File: src/shared/rm8_map.vh
// Constants and function summary for the registered 8x8 multiplier
// Function
// [RULE1] Form the full 16-bit product of the two captured 8-bit operands.
// [RULE2] Signed variant treats operands and product as two's complement values.
// [RULE3] Signed variant gives two bytes, sign copied into top bit of each.
// [RULE4] Unsigned variant treats operands and product as unsigned magnitudes.
// [RULE5] Operand A, operand B and product registers each load on own clock.
// [RULE6] Product outputs are three-state so they can share a bus.
// [RULE7] Signed variant captures round request on rising edge of A OR B clock.
// [RULE8] Unsigned variant captures round request on operand A clock edge only.
// [RULE9] Captured round adds one at top bit of low product byte; signed variant adds at bit 6 instead (16'h0040).
// [RULE10] Product register loads array result on its clock edge, holds between.
// [RULE11] Each product half has its own active-low output enable.
`ifndef RM8_MAP_VH
`define RM8_MAP_VH
`define RM8_OP_W        8
`define RM8_PROD_W      16
`define RM8_SYNC_W      22
`define RM8_RND_SIGNED  16'h0040
`define RM8_RND_UNSIGN  16'h0080
`define RM8_OP_RST      8'h00
`define RM8_PROD_RST    16'h0000
`endif

File: src/verilog/rm8_mult.v
// Registered 8x8 multiplier with independently clocked registers
`timescale 1ns/1ps
`include "rm8_map.vh"
module rm8_mult #(
    parameter SIGNED_MODE = 1                       // 1 signed variant, 0 unsigned
) (
    input  wire        clk_sys,                     // System clock, 50 MHz
    input  wire        rst_b,                       // Synchronous reset, active low
    input  wire        ce,                          // Clock enable, freezes state
    input  wire [7:0]  a_in,                        // Operand A pins
    input  wire [7:0]  b_in,                        // Operand B pins
    input  wire        round_request,               // Round request pin
    input  wire        clk_a_in,                    // Operand A load clock pin
    input  wire        clk_b_in,                    // Operand B load clock pin
    input  wire        clk_r_in,                    // Product load clock pin
    input  wire        oe_hi_b,                     // Upper half enable, active low
    input  wire        oe_lo_b,                     // Lower half enable, active low
    output wire [7:0]  prod_hi_out,                 // Upper product byte
    output wire        prod_hi_oe,                  // Upper byte drive enable
    output wire [7:0]  prod_lo_out,                 // Lower product byte
    output wire        prod_lo_oe                   // Lower byte drive enable
);

    // Bit positions of each pin inside the synchroniser word
    localparam A_TOP   = 21;                        // Operand A, top bit
    localparam A_BOT   = 14;                        // Operand A, bottom bit
    localparam B_TOP   = 13;                        // Operand B, top bit
    localparam B_BOT   = 6;                         // Operand B, bottom bit
    localparam RND_BIT = 5;                         // Round request pin
    localparam CA_BIT  = 4;                         // Operand A load clock
    localparam CB_BIT  = 3;                         // Operand B load clock
    localparam CR_BIT  = 2;                         // Product load clock
    localparam OEH_BIT = 1;                         // Upper enable, active low
    localparam OEL_BIT = 0;                         // Lower enable, active low

    // Rising edge of a synchronised level against its previous sample
    function rm8_rise;
        input cur;                                  // Level this cycle
        input prev;                                 // Level one cycle earlier
        begin
            rm8_rise = cur & ~prev;
        end
    endfunction

    // Synchroniser stages
    reg  [`RM8_SYNC_W-1:0] sync1_reg;               // First stage, every pin
    reg  [`RM8_SYNC_W-1:2] sync2_reg;               // Second stage, data and clocks
    reg                    oe_hi_reg;               // Second stage, upper drive enable
    reg                    oe_lo_reg;               // Second stage, lower drive enable

    // Load clock history for edge detection
    reg                    ca_hist_reg;             // Previous A clock level
    reg                    cb_hist_reg;             // Previous B clock level
    reg                    cr_hist_reg;             // Previous product clock level

    // Operand, round and product registers
    reg  [`RM8_OP_W-1:0]   a_reg;                   // Operand A register
    reg  [`RM8_OP_W-1:0]   b_reg;                   // Operand B register
    reg                    rnd_reg;                 // Captured round request
    reg  [`RM8_PROD_W-1:0] prod_reg;                // Product register
    reg  [`RM8_PROD_W-1:0] prod_next;               // Array result with round
    reg  [`RM8_PROD_W-1:0] fmt_next;                // Formatted product for loading

    // Pin word and its synchronised fields
    wire [`RM8_SYNC_W-1:0] pin_word;                // All pins, sampled together
    wire [`RM8_OP_W-1:0]   a_s;                     // Synchronised operand A
    wire [`RM8_OP_W-1:0]   b_s;                     // Synchronised operand B
    wire                   rnd_s;                   // Synchronised round request
    wire                   ca_s;                    // Synchronised A clock
    wire                   cb_s;                    // Synchronised B clock
    wire                   cr_s;                    // Synchronised product clock

    // Detected load events
    wire                   a_edge;                  // A clock rose
    wire                   b_edge;                  // B clock rose
    wire                   r_edge;                  // Product clock rose
    wire                   or_edge;                 // A OR B clock rose
    wire                   rnd_edge;                // Round capture event

    // Gather pins so data and clocks share one synchroniser delay
    assign pin_word = {a_in, b_in, round_request, clk_a_in, clk_b_in, clk_r_in,
                       oe_hi_b, oe_lo_b};

    // Split the second stage into named fields
    assign a_s   = sync2_reg[A_TOP:A_BOT];
    assign b_s   = sync2_reg[B_TOP:B_BOT];
    assign rnd_s = sync2_reg[RND_BIT];
    assign ca_s  = sync2_reg[CA_BIT];
    assign cb_s  = sync2_reg[CB_BIT];
    assign cr_s  = sync2_reg[CR_BIT];

    // Rising edges of the synchronised load clocks
    assign a_edge   = rm8_rise(ca_s, ca_hist_reg);  // [RULE5]
    assign b_edge   = rm8_rise(cb_s, cb_hist_reg);  // [RULE5]
    assign r_edge   = rm8_rise(cr_s, cr_hist_reg);  // [RULE10]
    assign or_edge  = rm8_rise(ca_s | cb_s, ca_hist_reg | cb_hist_reg); // [RULE7]

    // Round follows A OR B when signed, A alone when unsigned
    assign rnd_edge = (SIGNED_MODE != 0) ? or_edge : a_edge; // [RULE7] [RULE8]

    // Multiply array with rounding
    always @* begin
        prod_next = {`RM8_PROD_W{1'b0}};
        if (SIGNED_MODE != 0) begin
            prod_next = $signed(a_reg) * $signed(b_reg); // [RULE1] [RULE2]
            if (rnd_reg)
                prod_next = prod_next + `RM8_RND_SIGNED;  // [RULE9]
        end else begin
            prod_next = a_reg * b_reg;                    // [RULE1] [RULE4]
            if (rnd_reg)
                prod_next = prod_next + `RM8_RND_UNSIGN;  // [RULE9]
        end
    end

    // Signed: sign heads both bytes, redundant bit 14 dropped
    always @* begin
        fmt_next = prod_next;
        if (SIGNED_MODE != 0)
            fmt_next = {prod_next[15], prod_next[13:7],
                        prod_next[15], prod_next[6:0]};   // [RULE3]
    end

    // First synchroniser stage, the only reader of the pins
    always @(posedge clk_sys) begin
        if (!rst_b) begin
            sync1_reg <= {`RM8_SYNC_W{1'b0}};
        end else if (ce) begin
            sync1_reg <= pin_word;
        end
    end

    // Second synchroniser stage for data and load clocks
    always @(posedge clk_sys) begin
        if (!rst_b) begin
            sync2_reg <= {(`RM8_SYNC_W-2){1'b0}};
        end else if (ce) begin
            sync2_reg <= sync1_reg[`RM8_SYNC_W-1:2];
        end
    end

    // Second stage for the enables, stored already inverted
    always @(posedge clk_sys) begin
        if (!rst_b) begin
            oe_hi_reg <= 1'b1;
            oe_lo_reg <= 1'b1;
        end else if (ce) begin
            oe_hi_reg <= ~sync1_reg[OEH_BIT];             // [RULE11]
            oe_lo_reg <= ~sync1_reg[OEL_BIT];             // [RULE11]
        end
    end

    // Load clock history, one cycle behind the second stage
    always @(posedge clk_sys) begin
        if (!rst_b) begin
            ca_hist_reg <= 1'b0;
            cb_hist_reg <= 1'b0;
            cr_hist_reg <= 1'b0;
        end else if (ce) begin
            ca_hist_reg <= ca_s;
            cb_hist_reg <= cb_s;
            cr_hist_reg <= cr_s;
        end
    end

    // Operand A register on its own load clock
    always @(posedge clk_sys) begin
        if (!rst_b) begin
            a_reg <= `RM8_OP_RST;
        end else if (ce) begin
            if (a_edge)
                a_reg <= a_s;                             // [RULE5]
        end
    end

    // Operand B register on its own load clock
    always @(posedge clk_sys) begin
        if (!rst_b) begin
            b_reg <= `RM8_OP_RST;
        end else if (ce) begin
            if (b_edge)
                b_reg <= b_s;                             // [RULE5]
        end
    end

    // Round request, captured on the variant's round event
    always @(posedge clk_sys) begin
        if (!rst_b) begin
            rnd_reg <= 1'b0;
        end else if (ce) begin
            if (rnd_edge)
                rnd_reg <= rnd_s;                         // [RULE7] [RULE8]
        end
    end

    // Product register, holds between product clock edges
    always @(posedge clk_sys) begin
        if (!rst_b) begin
            prod_reg <= `RM8_PROD_RST;
        end else if (ce) begin
            if (r_edge)
                prod_reg <= fmt_next;                     // [RULE5] [RULE10]
        end
    end

    // Byte outputs straight from the product register
    assign prod_hi_out = prod_reg[15:8];
    assign prod_lo_out = prod_reg[7:0];

    // Drive enables from flops; a low enable floats that half
    assign prod_hi_oe  = oe_hi_reg;                       // [RULE6] [RULE11]
    assign prod_lo_oe  = oe_lo_reg;                       // [RULE6] [RULE11]

endmodule // rm8_mult

File: config.mk
export PLATFORM = sky130hd
export DESIGN_NAME = rm8_mult
export DESIGN_NICKNAME = d
export VERILOG_FILES = /design/src/verilog/rm8_mult.v
export VERILOG_INCLUDE_DIRS = /design/src /design/src/shared
export SDC_FILE = /design/constraint.sdc
export NUM_CORES = 1
export LEC_CHECK = 0
export BUFFER_PORTS_ARGS = -buffer_cell sky130_fd_sc_hd__buf_2
export CORE_ASPECT_RATIO = 1.4
export CORE_MARGIN = 4
export CORE_UTILIZATION = 30
export DETAILED_ROUTE_END_ITERATION = 8
export PLACE_DENSITY = 0.53
export REMOVE_ABC_BUFFERS = 1
export SLEW_MARGIN = 40
export SYNTH_ARGS = -nofsm -noshare
export SYNTH_HDL_FRONTEND = slang
export SYNTH_SLANG_ARGS = --single-unit
File: constraint.sdc
create_clock -name clk_sys -period 7 [get_ports clk_sys]
set_clock_uncertainty 0.2 [all_clocks]
set_input_delay 0.35 -clock clk_sys [delete_from_list [all_inputs] [get_ports clk_sys]]
set_output_delay 0.35 -clock clk_sys [all_outputs]
set_load 0.01 [all_outputs]
# Yosys cells after proc, flatten, opt, wreduce, memory -nomap -nowiden
# Index checks and enable logic that the tools add are counted.
[totals]
register_bits = 80
latch_bits = 0
ramBits = 0
mem_bits_ro = 0
in_bits = 25
out_inout_bits = 18
elab_cells = 30
memories = 0
[op_classes]
addsub = 1
multipliers = 1
div_mod_pow = 0
n_lt_le_gt_ge = 0
n_eq_ne = 0
n_shift = 0
n_mux = 1
bitwise_logic = 12
reduce_logical = 4
[op_table]
columns = ["operator", "count"]
rows = [
  ["$add 16x7->16 const B", 1],
  ["$mul 8x8->16", 1],
  ["$mux 16", 1],
  ["$reduce_and 2->1", 4],
  ["$not 1->1", 6],
  ["$and 1x1->1", 4],
  ["$or 1x1->1", 2],
]

# Longest topological paths before layout
# Gate-level depths: netlist (run 1).
[depth]
word_depth = 4
ltp_mapped = 18

# Worst setup path before layout (run 1)
# Ideal clock, no wire load.
[synth_timing]
path_kind = "register to register"
start = "register b_reg[3]"
end = "register prod_reg[7]"
setup_time_ns = 0.087
arrival_ns = 4.623
t_required_ns = 6.713
path_slack_ns = 2.090
path_stages_with_launch = 17
synth_period_minus_slack_ns = 4.910
cell_sequence = "dfxtp_1 -> and2_1 -> fa_1 -> inv_1 -> fa_1 -> inv_1 -> fa_1 -> inv_1 -> fa_1 -> inv_1 -> ha_1 -> or4_1 -> o21ai_0 -> xnor2_1 -> nand4_1 -> o31a_1 -> o31ai_1"
[synth_between]
elab_chain_len = 3
[synth_lines]
columns = ["item", "line_no", "rtl"]
rows = [
  ["start, declared", "rm8_mult.v:58", "reg [`RM8_OP_W-1:0] b_reg;"],
  ["start signal, assigned", "rm8_mult.v:178", "b_reg <= `RM8_OP_RST;"],
  ["start signal, assigned", "rm8_mult.v:181", "b_reg <= b_s;"],
  ["$mul 8x8->16 *", "rm8_mult.v:105", "prod_next = $signed(a_reg) * $signed(b_reg);"],
  ["$add 16x7->16 (no line)", "-", ""],
  ["$mux 16 *", "rm8_mult.v:106", "if (rnd_reg)"],
  ["end signal, assigned", "rm8_mult.v:198", "prod_reg <= `RM8_PROD_RST;"],
  ["end signal, assigned", "rm8_mult.v:201", "prod_reg <= fmt_next;"],
  ["end, declared", "rm8_mult.v:60", "reg [`RM8_PROD_W-1:0] prod_reg;"],
]
# Mark *: on every way between the ends. The rest lies on a longest branch, timed or not.
# A chain may end at the register's enable or synchronous reset.

# Final worst setup path (run 1)
[layout_timing]
start = "register b_reg[7]"
end = "register prod_reg[7]"
# Same word-level chain as after synthesis.

==> summary.txt, run 1 <==
status: complete, no violations
Net Sw Frac: 0.226
Register Area: 1580 sq um
delay-heaviest family, CP: adder cells
Final TNS setup: 0 ns
Tot Pwr: 0.999 mW
vias in the first global route: 3971
hold path cells: 3
Post-Syn Instances: 595
placed cells: 860
global-route wire length before repair: 18900 um
share of the core filled with cells: 0.346
worst skew pair latency: 0.34 ns
initial antenna violation count: 0
Hold Fails Final Rpt: 0
Crit Path Class: reg2reg
Syn-to-layout area delta: 14.0%
min Tclk post-route: 5.24 ns
Yosys cell types: 40
RSZ-0062 raised after global routing: no
most used flip-flop cell after synthesis: dfxtp_1
final instance area: 6200 sq um
# hold bufs at CTS: 0
RR Startpoint: b_reg[7]$_SDFFE_PN0P_
pre-CTS WS: 1.73 ns
Cell Rows: 58
Longest Clk Path Bufs: 2
WL per Instance: 12.4 um
Startpoint Class: register
CP cell instances: nor2b_1, fa_1, fa_1, fa_1, inv_1, fa_1, inv_1, ha_1, a211o_1, a211o_1, a41oi_4, a21boi_1, a221oi_1, o31a_1, o31ai_1
WL final: 10800 um
critical path launch point: b_reg[7]$_SDFFE_PN0P_
GRT Overall Usage: 0.115
1st-iter DRT viols: 138
Yosys top cell area share: 0.291
final worst-path cycle share: 0.748
Antenna Nets Post-Route: 0
Peak Freq: 0.191 GHz
area of the multi-input gates: 3490 sq um
clock share of power: 0.480
Async SR Flop Fraction: 0
min-delay worst type: in2reg
overflow left after global routing: 0
DRT Pass-1 Iters: 4
Cell Area, Synth: 5440 sq um
Synth area leader: dfxtp_1
#FFs+latches synth: 79
IR drop worst, VDD: 0.000102 V
post_cts resized: 0
Crit Path Max Fanout: 10
Starting Density: 0.304
clk slew on worst S/H paths: 0.07 ns
CTS Buf Count: 9
Pleak: 2.88 nW
max cap viols: 0
Critical-path top delay cell: fa_1
die area: 20400 sq um
CORE AREA: 17900 sq um
Setup Buffers After CTS: 0
CTS H-tree depth: 3
Logic pwr share: 0.049
Net Sw Power: 0.226 mW
CTS tree: yes
power per cell area: 161 nW/um^2
crit-path most repeated cell: fa_1
Required @ worst endpoint: 7.06 ns
diode count: 0
Post-synth EDFFs: 0
delay of the slowest critical-path stage: 0.55 ns
GPL Wtd Cong: 0.798
WHS Endpoint: sync1_reg[14]$_SDFFE_PN0P_
most frequent cells in the layout: dfxtp_1, inv_1, nand2_1, nor2_1, fa_1
Worst Tran Pin Value: 0.776 ns
Reg2Reg Capture Point: prod_reg[7]$_SDFFE_PN0P_
largest net degree at the start of global routing: 76
dpl hpwl: 8610 um
Die Y: 167 um
Nets: 741
max reg flops: 22
drt via density: 4.35
P_int: 0.773 mW
clk sink count: 79
YS warnings: 0
R2R cell count: 15
Port Buffers: 42
setup ws final: 1.76 ns
final std cells w/o fill: 876
fillers: 1864
syn_area_per_cell: 9.15 sq um
Sequential Power Share: 0.471
Worst slew margin: 0.483
placement-stage cell area: 5900 sq um
vias: 3813
top cells by area, synth: dfxtp_1, fa_1, mux2i_1
worst reg2reg setup slack: 1.76 ns
Top-Level Pins: 43
Setup-failing EPs final: 0
hold_sp: a_in[0]
Crit. End Element: register
layout cell share with drive strength beyond 1: 0.107
Root Driver: clkbuf_16
WP buf/inv: 2
drt drc: 0
Die X: 122 um
Pins Over Slew Limit: 0
worst hold slack: 0.0430 ns
commonest non-fill, non-tap cell in the layout: dfxtp_1
register area share after synthesis: 0.291
arrival time worst endpoint: 5.29 ns
cell type report:
type	count	area share
multi-input cells	417	0.562
clock inverters	6	0.0109
flip-flops and latches	79	0.255
well taps	240	0.0484
inverters	79	0.0478
clock buffers	10	0.0385
repair buffers	45	0.0375
per-layer routing:
metal | GRT usage | vias up | wire [um]
met5 | 0 | - | 0
met4 | 0.0473 | 0 | 278
met3 | 0.0260 | 16 | 259
met2 | 0.195 | 43 | 5440
met1 | 0.139 | 1782 | 4860
li1 | - | 1972 | -
Yosys cell counts, types with 4 or more instances:
master / instances
clkbuf_1: 12
and2_1: 44
mux2i_1: 44
xor2_1: 4
nand3_1: 6
xnor2_1: 14
nand2_1: 68
ha_1: 30
nand2b_1: 7
nor2b_1: 7
dfxtp_1: 79
nor2_1: 56
fa_1: 55
a211oi_1: 8
buf_1: 7
a211o_1: 4
inv_1: 79
a21oi_1: 31
o21ai_0: 7
kinds of logic (layout without fill, tap and decap cells):
kind of cell	count (synthesis)	in the layout	share of synthesized area
multiplexers	45	45	0.0830
adder cells (fa/ha/maj)	85	85	0.271
AO/OA/AOI/OAI	70	70	0.0869
AND/OR/NAND/NOR	199	199	0.171
flip-flops	79	79	0.291
buffers and inverters	99	140	0.0689
XOR/XNOR	18	18	0.0290
worst max-delay path by stage:
stage | depth (start not counted) | endpoint
after floorplan | 16 | prod_reg[7]$_SDFFE_PN0P_
after global placement | 16 | prod_reg[7]$_SDFFE_PN0P_
final | 15 | prod_reg[7]$_SDFFE_PN0P_
after CTS | 15 | prod_reg[7]$_SDFFE_PN0P_
after global routing | 16 | prod_reg[7]$_SDFFE_PN0P_
after detailed placement | 15 | prod_reg[7]$_SDFFE_PN0P_
worst min-delay path, cell delays in order:
cell and delay [ns]:
buf_2 0.07, mux2i_1 0.05, nor2_1 0.07
power by group through the flow:
stage | Sequential [mW] | Clock [mW] | Combinational, mW
finish | 0.470 | 0.480 | 0.0488
global route | 0.472 | 0.519 | 0.0553
CTS | 0.471 | 0.498 | 0.0498
detailed placement | 0.481 | 0 | 0.0497
global placement | 0.480 | 0 | 0.0486
floorplan | 0.479 | 0 | 0.0281
No activity file was read; power rests on OpenSTA's default activity.
==> run 2: changes to the inputs <==
Settings changed: ABC_AREA set to 1, PLACE_DENSITY 0.53 to 0.54.
Clock period 7 ns to 4.8 ns, I/O delays scaled along.
==> summary.txt, run 2 <==
status: complete, no violations
Post-synth EDFFs: 0 (unchanged)
clk slew on worst S/H paths: 0.07 ns (about the same)
clk sink count: 79 (unchanged)
Synth area leader: dfxtp_1
layout cell share with drive strength beyond 1: 0.236 (+0.129)
WHS Endpoint: cr_hist_reg$_SDFFE_PN0P_
Async SR Flop Fraction: 0 (unchanged)
Setup-failing EPs final: 0 (unchanged)
Root Driver: clkbuf_16
Tot Pwr: 1.69 mW (+69%)
Critical-path top delay cell: fa_1
syn_area_per_cell: 7.26 sq um (-21%)
CTS Buf Count: 9 (unchanged)
fillers: 1939 (+4.0%)
Pleak: 3.86 nW (+34%)
Required @ worst endpoint: 4.84 ns (-2.22 ns)
largest net degree at the start of global routing: 56 (-26%)
Yosys top cell area share: 0.277 (-0.0136)
initial antenna violation count: 0 (unchanged)
WL final: 12900 um (+19%)
most numerous cell in the Yosys netlist: inv_1
Die Y: 171 um (+2.3%)
drt drc: 0 (unchanged)
register area share after synthesis: 0.277 (-0.0136)
Longest Clk Path Bufs: 2 (unchanged)
CTS tree: yes
R2R cell count: 23 (+8)
top post-synthesis cells by count: inv_1, nor2_1, nand2_1, dfxtp_1, o21ai_0
#FFs+latches synth: 79 (unchanged)
hold_sp: ce
Cell Rows: 59 (+1.7%)
worst skew pair latency: 0.34 ns (about the same)
WL per Instance: 11.5 um (-7.2%)
global-route wire length before repair: 21700 um (+15%)
Cell Area, Synth: 5710 sq um (+4.9%)
Crit Path Max Fanout: 6 (-4)
worst reg2reg setup slack: 0.21 ns (-1.55 ns)
CTS H-tree depth: 3 (unchanged)
delay-heaviest family, CP: adder cells
CORE AREA: 18700 sq um (+4.2%)
Reg2Reg Capture Point: prod_reg[13]$_SDFFE_PN0P_
min-delay worst type: in2reg
drt via density: 4.30 (-1.3%)
most frequent cells in the layout: inv_1, nor2_1, nand2_1, o21ai_0, dfxtp_1
Antenna Nets Post-Route: 0 (unchanged)
GRT Overall Usage: 0.122 (+0.00734)
dpl hpwl: 10000 um (+16%)
Crit Path Class: reg2reg
RSZ-0062 raised after global routing: yes
YS warnings: 0 (unchanged)
GPL Wtd Cong: 0.836 (+4.8%)
Post-Syn Instances: 787 (+32%)
vias: 4835 (+27%)
diode count: 0 (unchanged)
most used flip-flop cell after synthesis: dfxtp_1
Startpoint Class: register
delay of the slowest critical-path stage: 0.54 ns (about the same)
RR Startpoint: a_reg[5]$_SDFFE_PN0P_
arrival time worst endpoint: 4.63 ns (-0.66 ns)
Peak Freq: 0.218 GHz (+14%)
Hold Fails Final Rpt: 0 (unchanged)
Syn-to-layout area delta: 28.3%
IR drop worst, VDD: 0.000140 V (+38%)
placement-stage cell area: 6390 sq um (+8.4%)
Crit. End Element: register
Port Buffers: 42 (unchanged)
Worst Tran Pin Value: 0.802 ns (+0.0266 ns)
vias in the first global route: 4743 (+19%)
max reg flops: 22 (unchanged)
Yosys cell types: 30 (-25%)
WP buf/inv: 8 (+6)
min Tclk post-route: 4.59 ns (-0.649 ns)
final instance area: 7330 sq um (+18%)
max cap viols: 0 (unchanged)
commonest non-fill, non-tap cell in the layout: inv_1
Die X: 125 um (+2.3%)
final worst-path cycle share: 0.956 (+0.208)
Top-Level Pins: 43 (unchanged)
die area: 21300 sq um (+4.6%)
Starting Density: 0.306 (+0.00211)
hold path cells: 3 (unchanged)
CP cell instances: buf_6, nand2_2, inv_2, fa_1, inv_2, fa_1, inv_2, fa_1, inv_1, fa_1, inv_2, ha_4, buf_4, nand3_1, nand2_2, ha_4, nand3_1, a21oi_2, nand3_2, a21oi_2, o21ai_1, o211ai_1, inv_1
power per cell area: 231 nW/um^2 (+43%)
Worst slew margin: 0.465 (-0.0177)
Nets: 986 (+33%)
Pins Over Slew Limit: 0 (unchanged)
1st-iter DRT viols: 115 (-17%)
overflow left after global routing: 0 (unchanged)
DRT Pass-1 Iters: 4 (unchanged)
top cells by area, synth: dfxtp_1, fa_1, inv_1
run 2: changes by cell type after synthesis, moves of 10 or more:
cell / previous run / this run
mux2i_1: 44 / 0
clkbuf_1: 12 / 33
inv_1: 79 / 156
o21ai_0: 7 / 74
and2_1: 44 / 0
a21oi_1: 31 / 21
nor2_1: 56 / 146
nand2_1: 68 / 119
nand3_1: 6 / 26
run 2: worst max path at each step:
| stage | depth (start not counted) | startpoint | slack (ns) | end |
|---|---|---|---|---|
| 2_1_floorplan | 22 | b_reg[7]$_SDFFE_PN0P_ | 0.01 | prod_reg[14]$_SDFFE_PN0P_ |
| 3_3_place_gp | 24 | b_reg[4]$_SDFFE_PN0P_ | 0.003 | prod_reg[13]$_SDFFE_PN0P_ |
| 3_5_place_dp | 24 | b_reg[4]$_SDFFE_PN0P_ | -0.07 | prod_reg[13]$_SDFFE_PN0P_ |
| 4_1_cts | 24 | b_reg[3]$_SDFFE_PN0P_ | 0.006 | prod_reg[13]$_SDFFE_PN0P_ |
| 5_1_grt | 24 | a_reg[7]$_SDFFE_PN0P_ | -0.07 | prod_reg[7]$_SDFFE_PN0P_ |
| 6_report | 23 | a_reg[5]$_SDFFE_PN0P_ | 0.21 | prod_reg[13]$_SDFFE_PN0P_ |
run 2: routing by layer:
layer  global-route usage  vias to the layer above  share of wire
met5                    0                        -              0
met4               0.0572                        0          0.038
met3               0.0152                       26          0.013
met2                0.233                       44           0.53
met1                0.135                     2235           0.42
li1                     -                     2530              -
run 2: area by class of cell:
type                            count  area, sq um  area share
Clock inverter                      7         75.1      0.0102
Multi-Input combinational cell    510         3670       0.500
Timing Repair Buffer              115          832       0.114
Inverter                          161          604      0.0825
Sequential cell                    79         1620       0.221
Clock buffer                        9          225      0.0307
Tap cell                          244          305      0.0417
run 2: power by group:
group / switching (mW) / leakage (nW) / internal (mW)
clock: 0.319 / 0.145 / 0.370
combinational: 0.152 / 3.06 / 0.127
sequential: 0.0280 / 0.658 / 0.693
total: 0.499 / 3.86 / 1.19
run 2: through the flow:
| step | utilization | hold WS [ns] | setup TNS (ns) | instances | setup slack, ns |
|---|---|---|---|---|---|
| 6_report | 0.392 | 0.191 | 0 | 1125 | 0.212 |
| 5_1_grt | 0.392 | 0.226 | -0.0962 | 1125 | -0.0696 |
| 4_1_cts | 0.371 | 0.192 | 0 | 1116 | 0.00632 |
| 3_5_place_dp | 0.342 | 0.219 | -0.0943 | 1078 | -0.0694 |
| 3_3_place_gp | 0.342 | 0.215 | 0 | 1078 | 0.00307 |
| 2_1_floorplan | - | 0.175 | 0 | 750 | 0.0148 |
run 2: what timing repair did:
action	4_1_cts	5_1_grt
pin swaps	0	48
endpoints found under the setup margin	2	4
hold buffers	22	0
buffers inserted	0	9
endpoints found under the hold margin	22	0
gates resized for setup	3	101
run 2: tightest hold or removal path, delay by kind of cell:
| family | cells | cell delay [ns] |
|---|---|---|
| compound gates | 1 | 0.06 |
| buf+inv | 1 | 0.23 |
| simple gates | 1 | 0.14 |
run 2: logic make-up after synthesis:
| kind of cell | synth area share |
|---|---|
| and+or+nand+nor | 0.221 |
| adders and majority gates | 0.258 |
| buffers and inverters | 0.132 |
| DFF | 0.277 |
| xor gates and xnor gates | 0.0169 |
| AOI/OAI and AO/OA | 0.0944 |
==> run 3: changes to the inputs <==
Settings changed: CELL_PAD_IN_SITES_DETAIL_PLACEMENT set to 0, CELL_PAD_IN_SITES_GLOBAL_PLACEMENT set to 1, GPL_TIMING_DRIVEN set to 0, PLACE_DENSITY 0.54 to 0.67.
==> summary.txt, run 3 (synthesis results as in run 2) <==
status: complete, no violations
initial antenna violation count: 0 (unchanged)
CORE AREA: 18700 sq um (unchanged)
Nets: 958 (-2.8%)
Pins Over Slew Limit: 0 (unchanged)
RSZ-0062 raised after global routing: yes
DRT Pass-1 Iters: 5 (+1)
Top-Level Pins: 43 (unchanged)
WL final: 12600 um (-2.8%)
global-route wire length before repair: 21700 um (+0.13%)
worst reg2reg setup slack: 0.23 ns (+0.02 ns)
Worst slew margin: 0.524 (+0.0591)
max cap viols: 0 (unchanged)
diode count: 0 (unchanged)
largest net degree at the start of global routing: 73 (+30%)
Longest Clk Path Bufs: 2 (unchanged)
Die X: 125 um (unchanged)
Port Buffers: 42 (unchanged)
1st-iter DRT viols: 117 (+1.7%)
power per cell area: 232 nW/um^2 (+0.81%)
min Tclk post-route: 4.57 ns (-0.0209 ns)
clk slew on worst S/H paths: 0.07 ns (about the same)
Crit Path Class: reg2reg
dpl hpwl: 9150 um (-8.5%)
drt drc: 0 (unchanged)
Required @ worst endpoint: 4.84 ns (about the same)
Root Driver: clkbuf_16
clk sink count: 79 (unchanged)
commonest non-fill, non-tap cell in the layout: inv_1
final worst-path cycle share: 0.952 (-0.00435)
critical path launch point: b_reg[3]$_SDFFE_PN0P_
share of the core filled with cells: 0.384 (-0.00864)
CTS tree: yes
CTS H-tree depth: 3 (unchanged)
GRT Overall Usage: 0.122 (-0.000518)
IR drop worst, VDD: 0.000184 V (+31%)
crit path to: prod_reg[7]$_SDFFE_PN0P_
Cell Rows: 59 (unchanged)
drt via density: 4.31 (+0.26%)
max reg flops: 22 (unchanged)
min-delay worst type: reg2reg
WL per Instance: 11.4 um (-0.31%)
vias: 4727 (-2.2%)
Worst Tran Pin Value: 0.714 ns (-0.0887 ns)
arrival time worst endpoint: 4.61 ns (-0.02 ns)
Crit Path Max Fanout: 8 (+2)
die area: 21300 sq um (unchanged)
Tot Pwr: 1.67 mW (-1.4%)
Setup-failing EPs final: 0 (unchanged)
Die Y: 171 um (unchanged)
Syn-to-layout area delta: 25.4%
RR Startpoint: b_reg[3]$_SDFFE_PN0P_
Pleak: 3.73 nW (-3.3%)
R2R cell count: 18 (-22%)
GPL Wtd Cong: 0.828 (-0.94%)
CTS Buf Count: 9 (unchanged)
fillers: 2006 (+3.5%)
Starting Density: 0.306 (unchanged)
vias in the first global route: 4685 (-1.2%)
Crit. End Element: register
Peak Freq: 0.219 GHz (+0.46%)
Hold Fails Final Rpt: 0 (unchanged)
most frequent cells in the layout: inv_1, nor2_1, nand2_1, o21ai_0, dfxtp_1
Antenna Nets Post-Route: 0 (unchanged)
Reg2Reg Capture Point: prod_reg[7]$_SDFFE_PN0P_
overflow left after global routing: 0 (unchanged)
layout cell share with drive strength beyond 1: 0.212 (-0.0239)
worst skew pair latency: 0.34 ns (about the same)
Startpoint Class: register
## run 3: cell types whose count changed in the layout (fill, tap and decap cells not counted), sizes merged
cell and change:
buf -28
## run 3: report_power, final
| group | leakage, nW | switching [mW] | internal [mW] |
|---|---|---|---|
| clock | 0.144 | 0.316 | 0.368 |
| sequential | 0.660 | 0.0324 | 0.693 |
| combinational | 2.93 | 0.144 | 0.112 |
## run 3: stage by stage
| step | setup TNS, ns | hold WS, ns | std cells | worst slack, ns | area, sq um |
|---|---|---|---|---|---|
| after floorplan | 0 | 0.175 | 750 | 0.0148 | 5560 |
| after global routing | -0.0170 | 0.261 | 1097 | -0.0121 | 7160 |
| after detailed placement | -2.14 | 0.221 | 1037 | -0.547 | 6100 |
| final | 0 | 0.219 | 1097 | 0.233 | 7160 |
| after global placement | -2.15 | 0.215 | 1036 | -0.533 | 6080 |
| after CTS | 0 | 0.227 | 1081 | 0.0104 | 6760 |
## run 3: cell type report
type | count | area [sq um] | share of cell area
Clock inverter | 7 | 72.6 | 0.0101
Multi-Input combinational cell | 510 | 3700 | 0.517
Timing Repair Buffer | 87 | 622 | 0.0868
Clock buffer | 9 | 225 | 0.0314
Inverter | 161 | 612 | 0.0854
Sequential cell | 79 | 1630 | 0.227
Tap cell | 244 | 305 | 0.0426
## run 3: how the worst min path moves through the flow
stage,slack [ns],start,cells past startpoint,to
5_1_grt,0.26,sync1_reg[1]$_SDFFE_PN0P_,1,prod_hi_oe$_SDFFE_PN1P_
6_report,0.22,sync1_reg[1]$_SDFFE_PN0P_,1,prod_hi_oe$_SDFFE_PN1P_
3_5_place_dp,0.22,sync1_reg[1]$_SDFFE_PN0P_,1,prod_hi_oe$_SDFFE_PN1P_
4_1_cts,0.23,sync1_reg[1]$_SDFFE_PN0P_,1,prod_hi_oe$_SDFFE_PN1P_
3_3_place_gp,0.21,sync1_reg[1]$_SDFFE_PN0P_,1,prod_hi_oe$_SDFFE_PN1P_
2_1_floorplan,0.17,oe_lo_b,2,sync1_reg[0]$_SDFFE_PN0P_
## run 3: what timing repair did
item / 4_1_cts / 5_1_grt
resized for setup: 37 / 78
pin swaps: 7 / 45
endpoints found under the setup margin: 7 / 4
endpoints found under the hold margin: 22 / 0
hold buffers: 22 / 0
buffers inserted: 6 / 16
## run 3: routing by layer
layer  global-route usage  share of wire  vias to the layer above
li1                     -              -                     2483
met1                0.143           0.44                     2195
met2                0.226           0.52                       37
met3               0.0152          0.015                       12
met4               0.0448          0.018                        0
met5                    0              0                        -
## run 3: critical path: stages (launching register included)
cell and delay, ns:
dfxtp_4 0.40, nand2_1 0.07, inv_1 0.12, fa_2 0.49, buf_4 0.16, fa_1 0.56, fa_1 0.45, fa_1 0.50
ha_1 0.36, inv_1 0.14, o21bai_1 0.09, a31oi_1 0.25, nand3_1 0.20, inv_1 0.11, nand3_1 0.07, nand3_1 0.09
nand3_1 0.07, nand2_1 0.08, inv_1 0.03
